==> config.mk <==
export PLATFORM = sky130hd
export DESIGN_NAME = qvd_ctrl
export DESIGN_NICKNAME = d
export VERILOG_FILES = /design/src/qvd_pkg.sv /design/src/qvd_ctrl.sv
export VERILOG_INCLUDE_DIRS = /design/src
export SDC_FILE = /design/constraint.sdc
export NUM_CORES = 2
export LEC_CHECK = 0
export CAP_MARGIN = 20
export CORE_MARGIN = 2
export CORE_UTILIZATION = 40
export CTS_CLUSTER_SIZE = 30
export DETAILED_ROUTE_END_ITERATION = 8
export DONT_BUFFER_PORTS = 1
export PLACE_DENSITY_LB_ADDON = 0.1
export SYNTH_ARGS = -nofsm -noshare
export SYNTH_HDL_FRONTEND = slang
export SYNTH_SLANG_ARGS = --single-unit
==> constraint.sdc <==
create_clock -name clk_sys -period 10 [get_ports clk_sys]
set_clock_uncertainty 0.1 [all_clocks]
set_input_delay 2 -clock clk_sys [delete_from_list [all_inputs] [get_ports clk_sys]]
set_output_delay 2 -clock clk_sys [all_outputs]
set_load 0.005 [all_outputs]
==> src/qvd_map.svh <==
// register map, reset values and timing counts of the quad valve driver control
// Behaviour
// - four channels run and report independently
// - per-channel 8-bit duty, 1/256 per step
// - duty ff always on, 00 always off
// - channels shifted by quarter period each
// - per-channel 10-bit target current
// - zero target disables the power stage
// - new target used by regulator at once
// - current sampled only during on phase
// - discrete PI regulator with programmed gains
// - shared integral gain resets to 1/32
// - regulators idle until integral gain programmed
// - regulated duty clamped between minimum and 100%
// - persistent regulation error sets error flag
// - regulation error only reports, never acts
// - regulation error flag cleared by its read
// - bypass flag: target msbs as duty
// - first duty set by first-duty control
// - switching slope selectable by command
// - open load checked off only, flag only
// - filtered drain voltage state bit
// - overcurrent switches off, status read, clear then target
`ifndef QVD_MAP_SVH
`define QVD_MAP_SVH
`define QVD_REG_CFG      5'h00
`define QVD_REG_GAIN     5'h01
`define QVD_REG_FCLR     5'h02
`define QVD_REG_TGT0     5'h04
`define QVD_REG_STAT0    5'h08
`define QVD_KI_RST       4'h2
`define QVD_KP_RST       4'h0
`define QVD_MIN_RST      8'h00
`define QVD_SLOPE_RST    2'h0
`define QVD_PHASE_STEP   8'h40
`define QVD_CLK_NS       5
`define QVD_PWM_NS       200000
`define QVD_PWM_TICK_CYC (`QVD_PWM_NS / (`QVD_CLK_NS * 256))
`define QVD_T_OL_NS      20000
`define QVD_T_VDS_NS     10000
`define QVD_T_OC_NS      10000
`define QVD_T_OT_NS      20000
`define QVD_OL_CYC       ((`QVD_T_OL_NS + `QVD_CLK_NS - 1) / `QVD_CLK_NS)
`define QVD_VDS_CYC      ((`QVD_T_VDS_NS + `QVD_CLK_NS - 1) / `QVD_CLK_NS)
`define QVD_OC_CYC       ((`QVD_T_OC_NS + `QVD_CLK_NS - 1) / `QVD_CLK_NS)
`define QVD_OT_CYC       ((`QVD_T_OT_NS + `QVD_CLK_NS - 1) / `QVD_CLK_NS)
`define QVD_CRERR_US     1000
`define QVD_CRERR_CYC    ((`QVD_CRERR_US * 1000 + `QVD_CLK_NS - 1) / `QVD_CLK_NS)
`define QVD_CRERR_THR    11'sh020
`define QVD_INT_MAX      22'sh003fc0
`endif

==> src/qvd_pkg.sv <==
// types of the quad valve driver control
package qvd_pkg;
  typedef logic [7:0] qvd_duty_t;
  typedef logic [9:0] qvd_cur_t;
  typedef enum logic [1:0] {
    QVD_OFF = 2'b00,
    QVD_PWM = 2'b01,
    QVD_REG = 2'b10
  } qvd_mode_e;
endpackage

==> src/qvd_ctrl.sv <==
// quad valve driver control: pwm, pi regulation, fault filtering, registers
`include "qvd_map.svh"
module qvd_ctrl #(
  parameter int unsigned CRERR_CYC = `QVD_CRERR_CYC
) (
  input  wire logic             clk_sys,
  input  wire logic             sys_rst,
  input  wire logic [4:0]       regAddr,
  input  wire logic [31:0]      regWdata,
  input  wire logic             regWr,
  input  wire logic             regRd,
  output logic [31:0]           regRdata,
  input  wire logic [3:0]       openLow,
  input  wire logic [3:0]       vdsHigh,
  input  wire logic [3:0]       ocDet,
  input  wire logic [3:0]       otDet,
  input  wire logic             adcValid,
  input  wire logic [1:0]       adcChan,
  input  wire qvd_pkg::qvd_cur_t adcCur,
  output logic [3:0]            gateOn,
  output logic [1:0]            slopeSel
);
  import qvd_pkg::*;

  // ----------------------------------------
  // helpers
  // ----------------------------------------
  function automatic qvd_duty_t clampDuty(input logic signed [21:0] v, input qvd_duty_t lo);
    logic signed [21:0] s;
    s = v >>> 6;
    if (s < $signed({14'h0000, lo})) clampDuty = lo;
    else if (s > 22'sh0000ff) clampDuty = 8'hff;
    else clampDuty = s[7:0];
  endfunction

  function automatic logic signed [21:0] satInt(input logic signed [21:0] v);
    if (v < 22'sh0) satInt = 22'sh0;
    else if (v > `QVD_INT_MAX) satInt = `QVD_INT_MAX;
    else satInt = v;
  endfunction

  // ----------------------------------------
  // registers and state
  // ----------------------------------------
  logic [1:0]         slope_reg;
  logic               firstFull_reg;
  qvd_duty_t          minDuty_reg;
  logic [3:0]         ki_reg;
  logic [3:0]         kp_reg;
  logic               kiSet_reg;
  qvd_cur_t           tgt_reg [4];
  qvd_cur_t           meas_reg [4];
  logic signed [21:0] integ_reg [4];
  logic [3:0]         byp_reg;
  logic [3:0]         onCmd_reg;
  logic [3:0]         first_reg;
  logic [3:0]         seen_reg;
  logic [3:0]         olF_reg;
  logic [3:0]         ocF_reg;
  logic [3:0]         otF_reg;
  logic [3:0]         crer_reg;
  logic [11:0]        flt_reg [4][4];
  logic [23:0]        crCnt_reg [4];
  logic [7:0]         div_reg;
  logic [7:0]         pwm_reg;
  logic [15:0]        s1_reg;
  logic [15:0]        s2_reg;
  logic [15:0]        s3_reg;
  logic [15:0]        pin_reg;

  // ----------------------------------------
  // decode
  // ----------------------------------------
  wire       wrCfg  = regWr && regAddr == `QVD_REG_CFG;
  wire       wrGain = regWr && regAddr == `QVD_REG_GAIN;
  wire       wrClr  = regWr && regAddr == `QVD_REG_FCLR;
  wire       wrTgt  = regWr && {regAddr[4:2], 2'b00} == `QVD_REG_TGT0;
  wire       isStat = {regAddr[4:2], 2'b00} == `QVD_REG_STAT0;
  wire       rdStat = regRd && isStat;
  wire [1:0] selCh  = regAddr[1:0];
  wire       tick   = div_reg == 8'(`QVD_PWM_TICK_CYC - 1);
  wire       regRun = kiSet_reg;

  // ----------------------------------------
  // per-channel combinational path
  // ----------------------------------------
  qvd_mode_e          mode [4];
  qvd_duty_t          duty [4];
  qvd_duty_t          phCnt [4];
  logic signed [10:0] errM [4];
  logic [3:0]         pwmOn;
  logic [3:0]         perEnd;
  logic [3:0]         crBad;
  logic [3:0]         cond [4];
  logic [3:0]         hit [4];
  logic [3:0]         clrOk;
  logic [11:0]        lim [4];

  assign lim[0] = 12'(`QVD_OL_CYC);
  assign lim[1] = 12'(`QVD_VDS_CYC);
  assign lim[2] = 12'(`QVD_OC_CYC);
  assign lim[3] = 12'(`QVD_OT_CYC);

  always_comb begin
    for (int c = 0; c < 4; c++) begin
      phCnt[c] = 8'(pwm_reg + 8'(c) * `QVD_PHASE_STEP);
      perEnd[c] = tick && phCnt[c] == 8'hff;
      errM[c] = $signed({1'b0, tgt_reg[c]}) - $signed({1'b0, meas_reg[c]});
      if (tgt_reg[c] == 10'h000) mode[c] = QVD_OFF;
      else if (byp_reg[c]) mode[c] = QVD_PWM;
      else if (regRun) mode[c] = QVD_REG;
      else mode[c] = QVD_OFF;
      case (mode[c])
        QVD_PWM: duty[c] = tgt_reg[c][9:2];
        QVD_REG: duty[c] = clampDuty(integ_reg[c] + 22'(kp_reg) * 22'(errM[c]), minDuty_reg);
        default: duty[c] = 8'h00;
      endcase
      if (first_reg[c] && firstFull_reg && mode[c] != QVD_OFF) duty[c] = 8'hff;
      pwmOn[c] = duty[c] == 8'hff || phCnt[c] < duty[c];
      crBad[c] = mode[c] == QVD_REG && (errM[c] > `QVD_CRERR_THR || errM[c] < -`QVD_CRERR_THR);
      cond[c][0] = pin_reg[c] && !gateOn[c];
      cond[c][1] = pin_reg[4 + c];
      cond[c][2] = pin_reg[8 + c];
      cond[c][3] = pin_reg[12 + c];
      for (int k = 0; k < 4; k++) hit[c][k] = flt_reg[c][k] == lim[k];
      clrOk[c] = wrClr && regWdata[c] && seen_reg[c];
    end
  end

  // ----------------------------------------
  // input synchronisers, change counts once s2 and s3 agree
  // ----------------------------------------
  always_ff @(posedge clk_sys) begin
    if (sys_rst) begin
      s1_reg <= 16'h0000;
      s2_reg <= 16'h0000;
      s3_reg <= 16'h0000;
      pin_reg <= 16'h0000;
    end else begin
      s1_reg <= {otDet, ocDet, vdsHigh, openLow};
      s2_reg <= s1_reg;
      s3_reg <= s2_reg;
      for (int i = 0; i < 16; i++) if (s2_reg[i] == s3_reg[i]) pin_reg[i] <= s3_reg[i];
    end
  end

  // ----------------------------------------
  // pwm time base
  // ----------------------------------------
  always_ff @(posedge clk_sys) begin
    if (sys_rst) begin
      div_reg <= 8'h00;
      pwm_reg <= 8'h00;
    end else begin
      div_reg <= tick ? 8'h00 : 8'(div_reg + 8'h01);
      if (tick) pwm_reg <= 8'(pwm_reg + 8'h01);
    end
  end

  // ----------------------------------------
  // shared configuration
  // ----------------------------------------
  always_ff @(posedge clk_sys) begin
    if (sys_rst) begin
      slope_reg <= `QVD_SLOPE_RST;
      firstFull_reg <= 1'b0;
      minDuty_reg <= `QVD_MIN_RST;
      ki_reg <= `QVD_KI_RST;
      kp_reg <= `QVD_KP_RST;
      kiSet_reg <= 1'b0;
    end else begin
      if (wrCfg) begin
        slope_reg <= regWdata[1:0];
        firstFull_reg <= regWdata[2];
        minDuty_reg <= regWdata[11:4];
      end
      if (wrGain) begin
        ki_reg <= regWdata[3:0];
        kp_reg <= regWdata[7:4];
        kiSet_reg <= regWdata[3:0] != 4'h0;
      end
    end
  end

  // ----------------------------------------
  // channel commands and regulator, each channel alone
  // ----------------------------------------
  always_ff @(posedge clk_sys) begin
    if (sys_rst) begin
      byp_reg <= 4'h0;
      onCmd_reg <= 4'h0;
      first_reg <= 4'h0;
      for (int c = 0; c < 4; c++) begin
        tgt_reg[c] <= 10'h000;
        meas_reg[c] <= 10'h000;
        integ_reg[c] <= 22'sh0;
      end
    end else begin
      for (int c = 0; c < 4; c++) begin
        if (perEnd[c]) first_reg[c] <= 1'b0;
        if (wrTgt && selCh == 2'(c)) begin
          tgt_reg[c] <= regWdata[9:0];
          byp_reg[c] <= regWdata[12];
          first_reg[c] <= 1'b1;
          onCmd_reg[c] <= regWdata[9:0] != 10'h000 && !ocF_reg[c] && !otF_reg[c];
        end
        // fault hit wins over a target write in the same cycle
        if (hit[c][2] || hit[c][3]) onCmd_reg[c] <= 1'b0;
        if (adcValid && adcChan == 2'(c) && gateOn[c]) begin
          meas_reg[c] <= adcCur;
          if (mode[c] == QVD_REG)
            integ_reg[c] <= satInt(integ_reg[c] + 22'(ki_reg) *
                                   22'($signed({1'b0, tgt_reg[c]}) - $signed({1'b0, adcCur})));
        end
        if (mode[c] != QVD_REG) integ_reg[c] <= 22'sh0;
      end
    end
  end

  // ----------------------------------------
  // fault filters and flags
  // ----------------------------------------
  always_ff @(posedge clk_sys) begin
    if (sys_rst) begin
      olF_reg <= 4'h0;
      ocF_reg <= 4'h0;
      otF_reg <= 4'h0;
      crer_reg <= 4'h0;
      seen_reg <= 4'h0;
      for (int c = 0; c < 4; c++) begin
        crCnt_reg[c] <= 24'h000000;
        for (int k = 0; k < 4; k++) flt_reg[c][k] <= 12'h000;
      end
    end else begin
      for (int c = 0; c < 4; c++) begin
        for (int k = 0; k < 4; k++)
          flt_reg[c][k] <= !cond[c][k] ? 12'h000 : hit[c][k] ? flt_reg[c][k] : 12'(flt_reg[c][k] + 12'h001);
        if (rdStat && selCh == 2'(c)) seen_reg[c] <= 1'b1;
        if (clrOk[c]) begin
          seen_reg[c] <= 1'b0;
          olF_reg[c] <= 1'b0;
          ocF_reg[c] <= 1'b0;
          if (!pin_reg[12 + c]) otF_reg[c] <= 1'b0;
        end
        if (hit[c][0]) olF_reg[c] <= 1'b1;
        if (hit[c][2]) ocF_reg[c] <= 1'b1;
        if (hit[c][3]) otF_reg[c] <= 1'b1;
        crCnt_reg[c] <= !crBad[c] ? 24'h000000 :
                        crCnt_reg[c] == 24'(CRERR_CYC) ? crCnt_reg[c] : 24'(crCnt_reg[c] + 24'h000001);
        if (rdStat && selCh == 2'(c)) crer_reg[c] <= 1'b0;
        if (crCnt_reg[c] == 24'(CRERR_CYC) && crBad[c]) crer_reg[c] <= 1'b1;
      end
    end
  end

  // ----------------------------------------
  // outputs and read data
  // ----------------------------------------
  logic [31:0] rdMux;
  always_comb begin
    rdMux = 32'h00000000;
    if (regAddr == `QVD_REG_CFG) rdMux = {20'h00000, minDuty_reg, 1'b0, firstFull_reg, slope_reg};
    else if (regAddr == `QVD_REG_GAIN) rdMux = {24'h000000, kp_reg, ki_reg};
    else if ({regAddr[4:2], 2'b00} == `QVD_REG_TGT0) rdMux = {19'h00000, byp_reg[selCh], 2'b00, tgt_reg[selCh]};
    else if (isStat)
      rdMux = {27'h0000000, crer_reg[selCh], otF_reg[selCh], ocF_reg[selCh], hit[selCh][1], olF_reg[selCh]};
  end

  always_ff @(posedge clk_sys) begin
    if (sys_rst) begin
      regRdata <= 32'h00000000;
      gateOn <= 4'h0;
      slopeSel <= `QVD_SLOPE_RST;
    end else begin
      regRdata <= regRd ? rdMux : 32'h00000000;
      gateOn <= onCmd_reg & ~ocF_reg & ~otF_reg & pwmOn;
      slopeSel <= slope_reg;
    end
  end
endmodule // qvd_ctrl

==> results.toml <==
[critical_path]
reg2reg_depth = 41
path_depth = 41
end_kind = "register"
startpoint_type = "register"
crit_type = "register to register"
r2r_end = "gateOn[1]"
cpMaxStageDelayCell = "fa_1"
arrival_ps = 9920
path_max_fanout = 8
cpPeakStageDelay_ps = 510
cp_top_family = "compound AO/OA/AOI/OAI gates"
r2r_start = "tgt_reg[1][0]"
worst-path-buf-inv = 3
cp_data_required_time_ps = 10480
r2r_slack_ps = 560
cpMostUsedCell = "ha_1"

[worst_hold_path]
hold_depth = 1
whs_endpoint = "s2_reg[14]"
hold_path_class = "register to register"
min_from = "s1_reg[14]"

[placed_design]
placed_area_sq_um = 55100
dp.cells = 7771
dp_hpwl_mm = 107
port-buffer-count = 0
gp_congestion = 0.919

[drt]
viasPerCell = 5.24
num_vias = 41500
drc = 0
wl_per_cell_microns = 17.4
dr.pass1.iters = 5
drtIter0Drc = 2479
routed_wl_mm = 138
postRouteAntennaNets = 0

[clock_network]
cts-root-buf = "clkbuf_16"
cts_tree = "yes"
cts_hold_buf = 0
cts_buffers = 74
insertion_delay_ps = 650
path_clk_slew_ps = 60
h-tree-depth = 3
clk_path_buf_depth = 3
clock-sinks = 603

[global_routing]
overflow = 0
antenna_found_initial = 4
grt_pass1_vias = 40200
grt_pass1_wl_mm = 219
grt_max_degree = 208
grtUsageTotal = 0.202

[cells_and_area]
final_common_cell = "inv_1"
largest_reg_flops = 192
final_area_sq_um = 57900
stdcell_count = 7918
area_growth_pct = 10.3
layout_common_cells = "inv_1, ha_1, nor2_1"
fill_cells = 13000
nNetsFinal = 6992
drive_above_1_share = 0.0570

[floorplan]
rows = 132
dieWidth_microns = 366
start_util = 0.404
dieHeight_microns = 366
core_region_area_sq_um = 130000
dieArea_sq_um = 134000
io_pins = 108

[timing]
setup_violations = 0
tightest_slew_ps = 1010
slew_violations = 0
rsz0062_at_grt = "true"
setup_tns_ps = 0
max_freq_mhz = 106
relSlewSlack = 0.324
fin_crit_sh = 0.944
holdWs_ps = 334
min_period_ps = 9440
hold_viol = 0

[status]
outcome = "finished clean"

[yosys]
ys_seq_elements = 603
syn_avg_cell_area_sq_um = 8.70
syn_inst = 6033
yosysUniqueCellTypes = 104
syn-cell-area_sq_um = 52500
synth_flop_cell = "dfxtp_1"
ys_seq_area_frac = 0.282
ys.warnings.count = 0
synth_edf_count = 272
async_flop_share = 0

[power_and_ir_drop]
ir_drop_mv = 0.125
p_leak_uw = 0.0255
power.density_nw_per_um2 = 114

[run]
drv_cap = 0
## synth_stat cells (9+ instances only)
library cell | instances | area (sq um)
buf_4 | 19 | 143
o21ai_0 | 189 | 946
a211oi_1 | 42 | 315
mux4_2 | 15 | 338
xor2_1 | 242 | 2120
nor3_1 | 113 | 566
a21boi_0 | 18 | 135
nand2b_1 | 68 | 425
inv_1 | 671 | 2520
a311oi_1 | 9 | 78.8
o21a_1 | 46 | 345
fa_1 | 196 | 3920
a21oi_1 | 362 | 1810
and3_1 | 86 | 538
o31ai_1 | 11 | 82.6
ha_1 | 610 | 7630
nand3b_1 | 16 | 120
nand4b_1 | 17 | 149
dfxtp_1 | 331 | 6630
xnor2_1 | 238 | 2080
a31oi_1 | 30 | 188
nand3_1 | 172 | 861
o21ai_1 | 39 | 195
o211ai_1 | 18 | 135
and2_1 | 316 | 1980
nor3b_1 | 14 | 105
a22oi_1 | 17 | 128
nand4_1 | 57 | 357
or2_2 | 23 | 144
a21o_1 | 119 | 893
o221ai_1 | 24 | 210
nor4b_1 | 16 | 140
nor4_1 | 46 | 288
edfxtp_1 | 272 | 8170
nor2_1 | 584 | 2190
or3_1 | 50 | 313
nand2_1 | 403 | 1510
or4_1 | 20 | 150
o21bai_1 | 42 | 315
nor2b_1 | 140 | 876
o22ai_1 | 11 | 68.8
mux2i_1 | 25 | 250
clkbuf_1 | 128 | 480
## logic make-up (layout without fill, tap and decap cells)
family | count (synthesis) | after routing | share of synthesized area
compound gates | 1085 | 1085 | 0.132
xor+xnor | 483 | 483 | 0.0814
fa+ha+maj | 806 | 806 | 0.220
buf+inv | 829 | 923 | 0.0607
flops | 603 | 603 | 0.282
mux | 47 | 47 | 0.0127
other cells | 1 | 50 | 0.0000715
simple gates | 2179 | 2179 | 0.211
## power breakdown
part	internal (uW)	switching [uW]
Combinational	493	732
Clock	1640	1120
Sequential	2600	41.2
Total	4730	1890
## cell type report
| type | instances | area (sq um) | share of cell area |
|---|---|---|---|
| Antenna cell | 3 | 7.51 | 0.000130 |
| Clock buffer | 108 | 2230 | 0.0386 |
| Clock inverter | 25 | 269 | 0.00465 |
| Inverter | 672 | 2520 | 0.0436 |
| Multi-Input combinational cell | 4647 | 35000 | 0.604 |
| Sequential cell | 603 | 14800 | 0.256 |
| Tap cell | 1742 | 2180 | 0.0377 |
| Timing Repair Buffer | 118 | 896 | 0.0155 |
## through the flow
step / setup slack [ps] / util / total power, uW
2_1_floorplan: 576 / - / 3580
3_3_place_gp: 173 / 0.424 / 3890
3_5_place_dp: 145 / 0.424 / 3900
4_1_cts: 73.6 / 0.444 / 6700
5_1_grt: -51.9 / 0.446 / 6960
6_report: 558 / 0.446 / 6620
## worst register-to-register path: cells and delay by family, from the launching register on
| kind | cells | cell delay (ps) |
|---|---|---|
| AO/OA/AOI/OAI | 17 | 3230 |
| adder cells (fa/ha/maj) | 8 | 2990 |
| AND/OR/NAND/NOR | 10 | 1770 |
| buffers and inverters | 3 | 480 |
| flip-flops | 1 | 390 |
| XOR/XNOR | 3 | 460 |
## worst max-delay path by stage
stage                        from               to
finish              tgt_reg[1][0]        gateOn[1]
global route        tgt_reg[0][0]        gateOn[0]
CTS                 tgt_reg[0][0]        gateOn[0]
detailed placement      adcCur[1]  integ_reg[2][4]
global placement    tgt_reg[1][0]        gateOn[1]
floorplan               adcCur[1]  integ_reg[1][0]
## timing repair
action / in CTS / in global routing
buffers inserted: 0 / 10
setup endpoints to repair: 0 / 4
gates resized for setup: 0 / 43
## routing by layer
layer  part of all wire  vias up  GRT usage  wire (microns)
met3              0.071      169     0.0513            9740
met5             0.0012        -    0.00712             161
li1                   -    20800          -               -
met2               0.43      787      0.313           58800
met4              0.023        6     0.0501            3160
met1               0.48    19700      0.280           65600
Note: power is estimated with default switching activity, not from simulation.
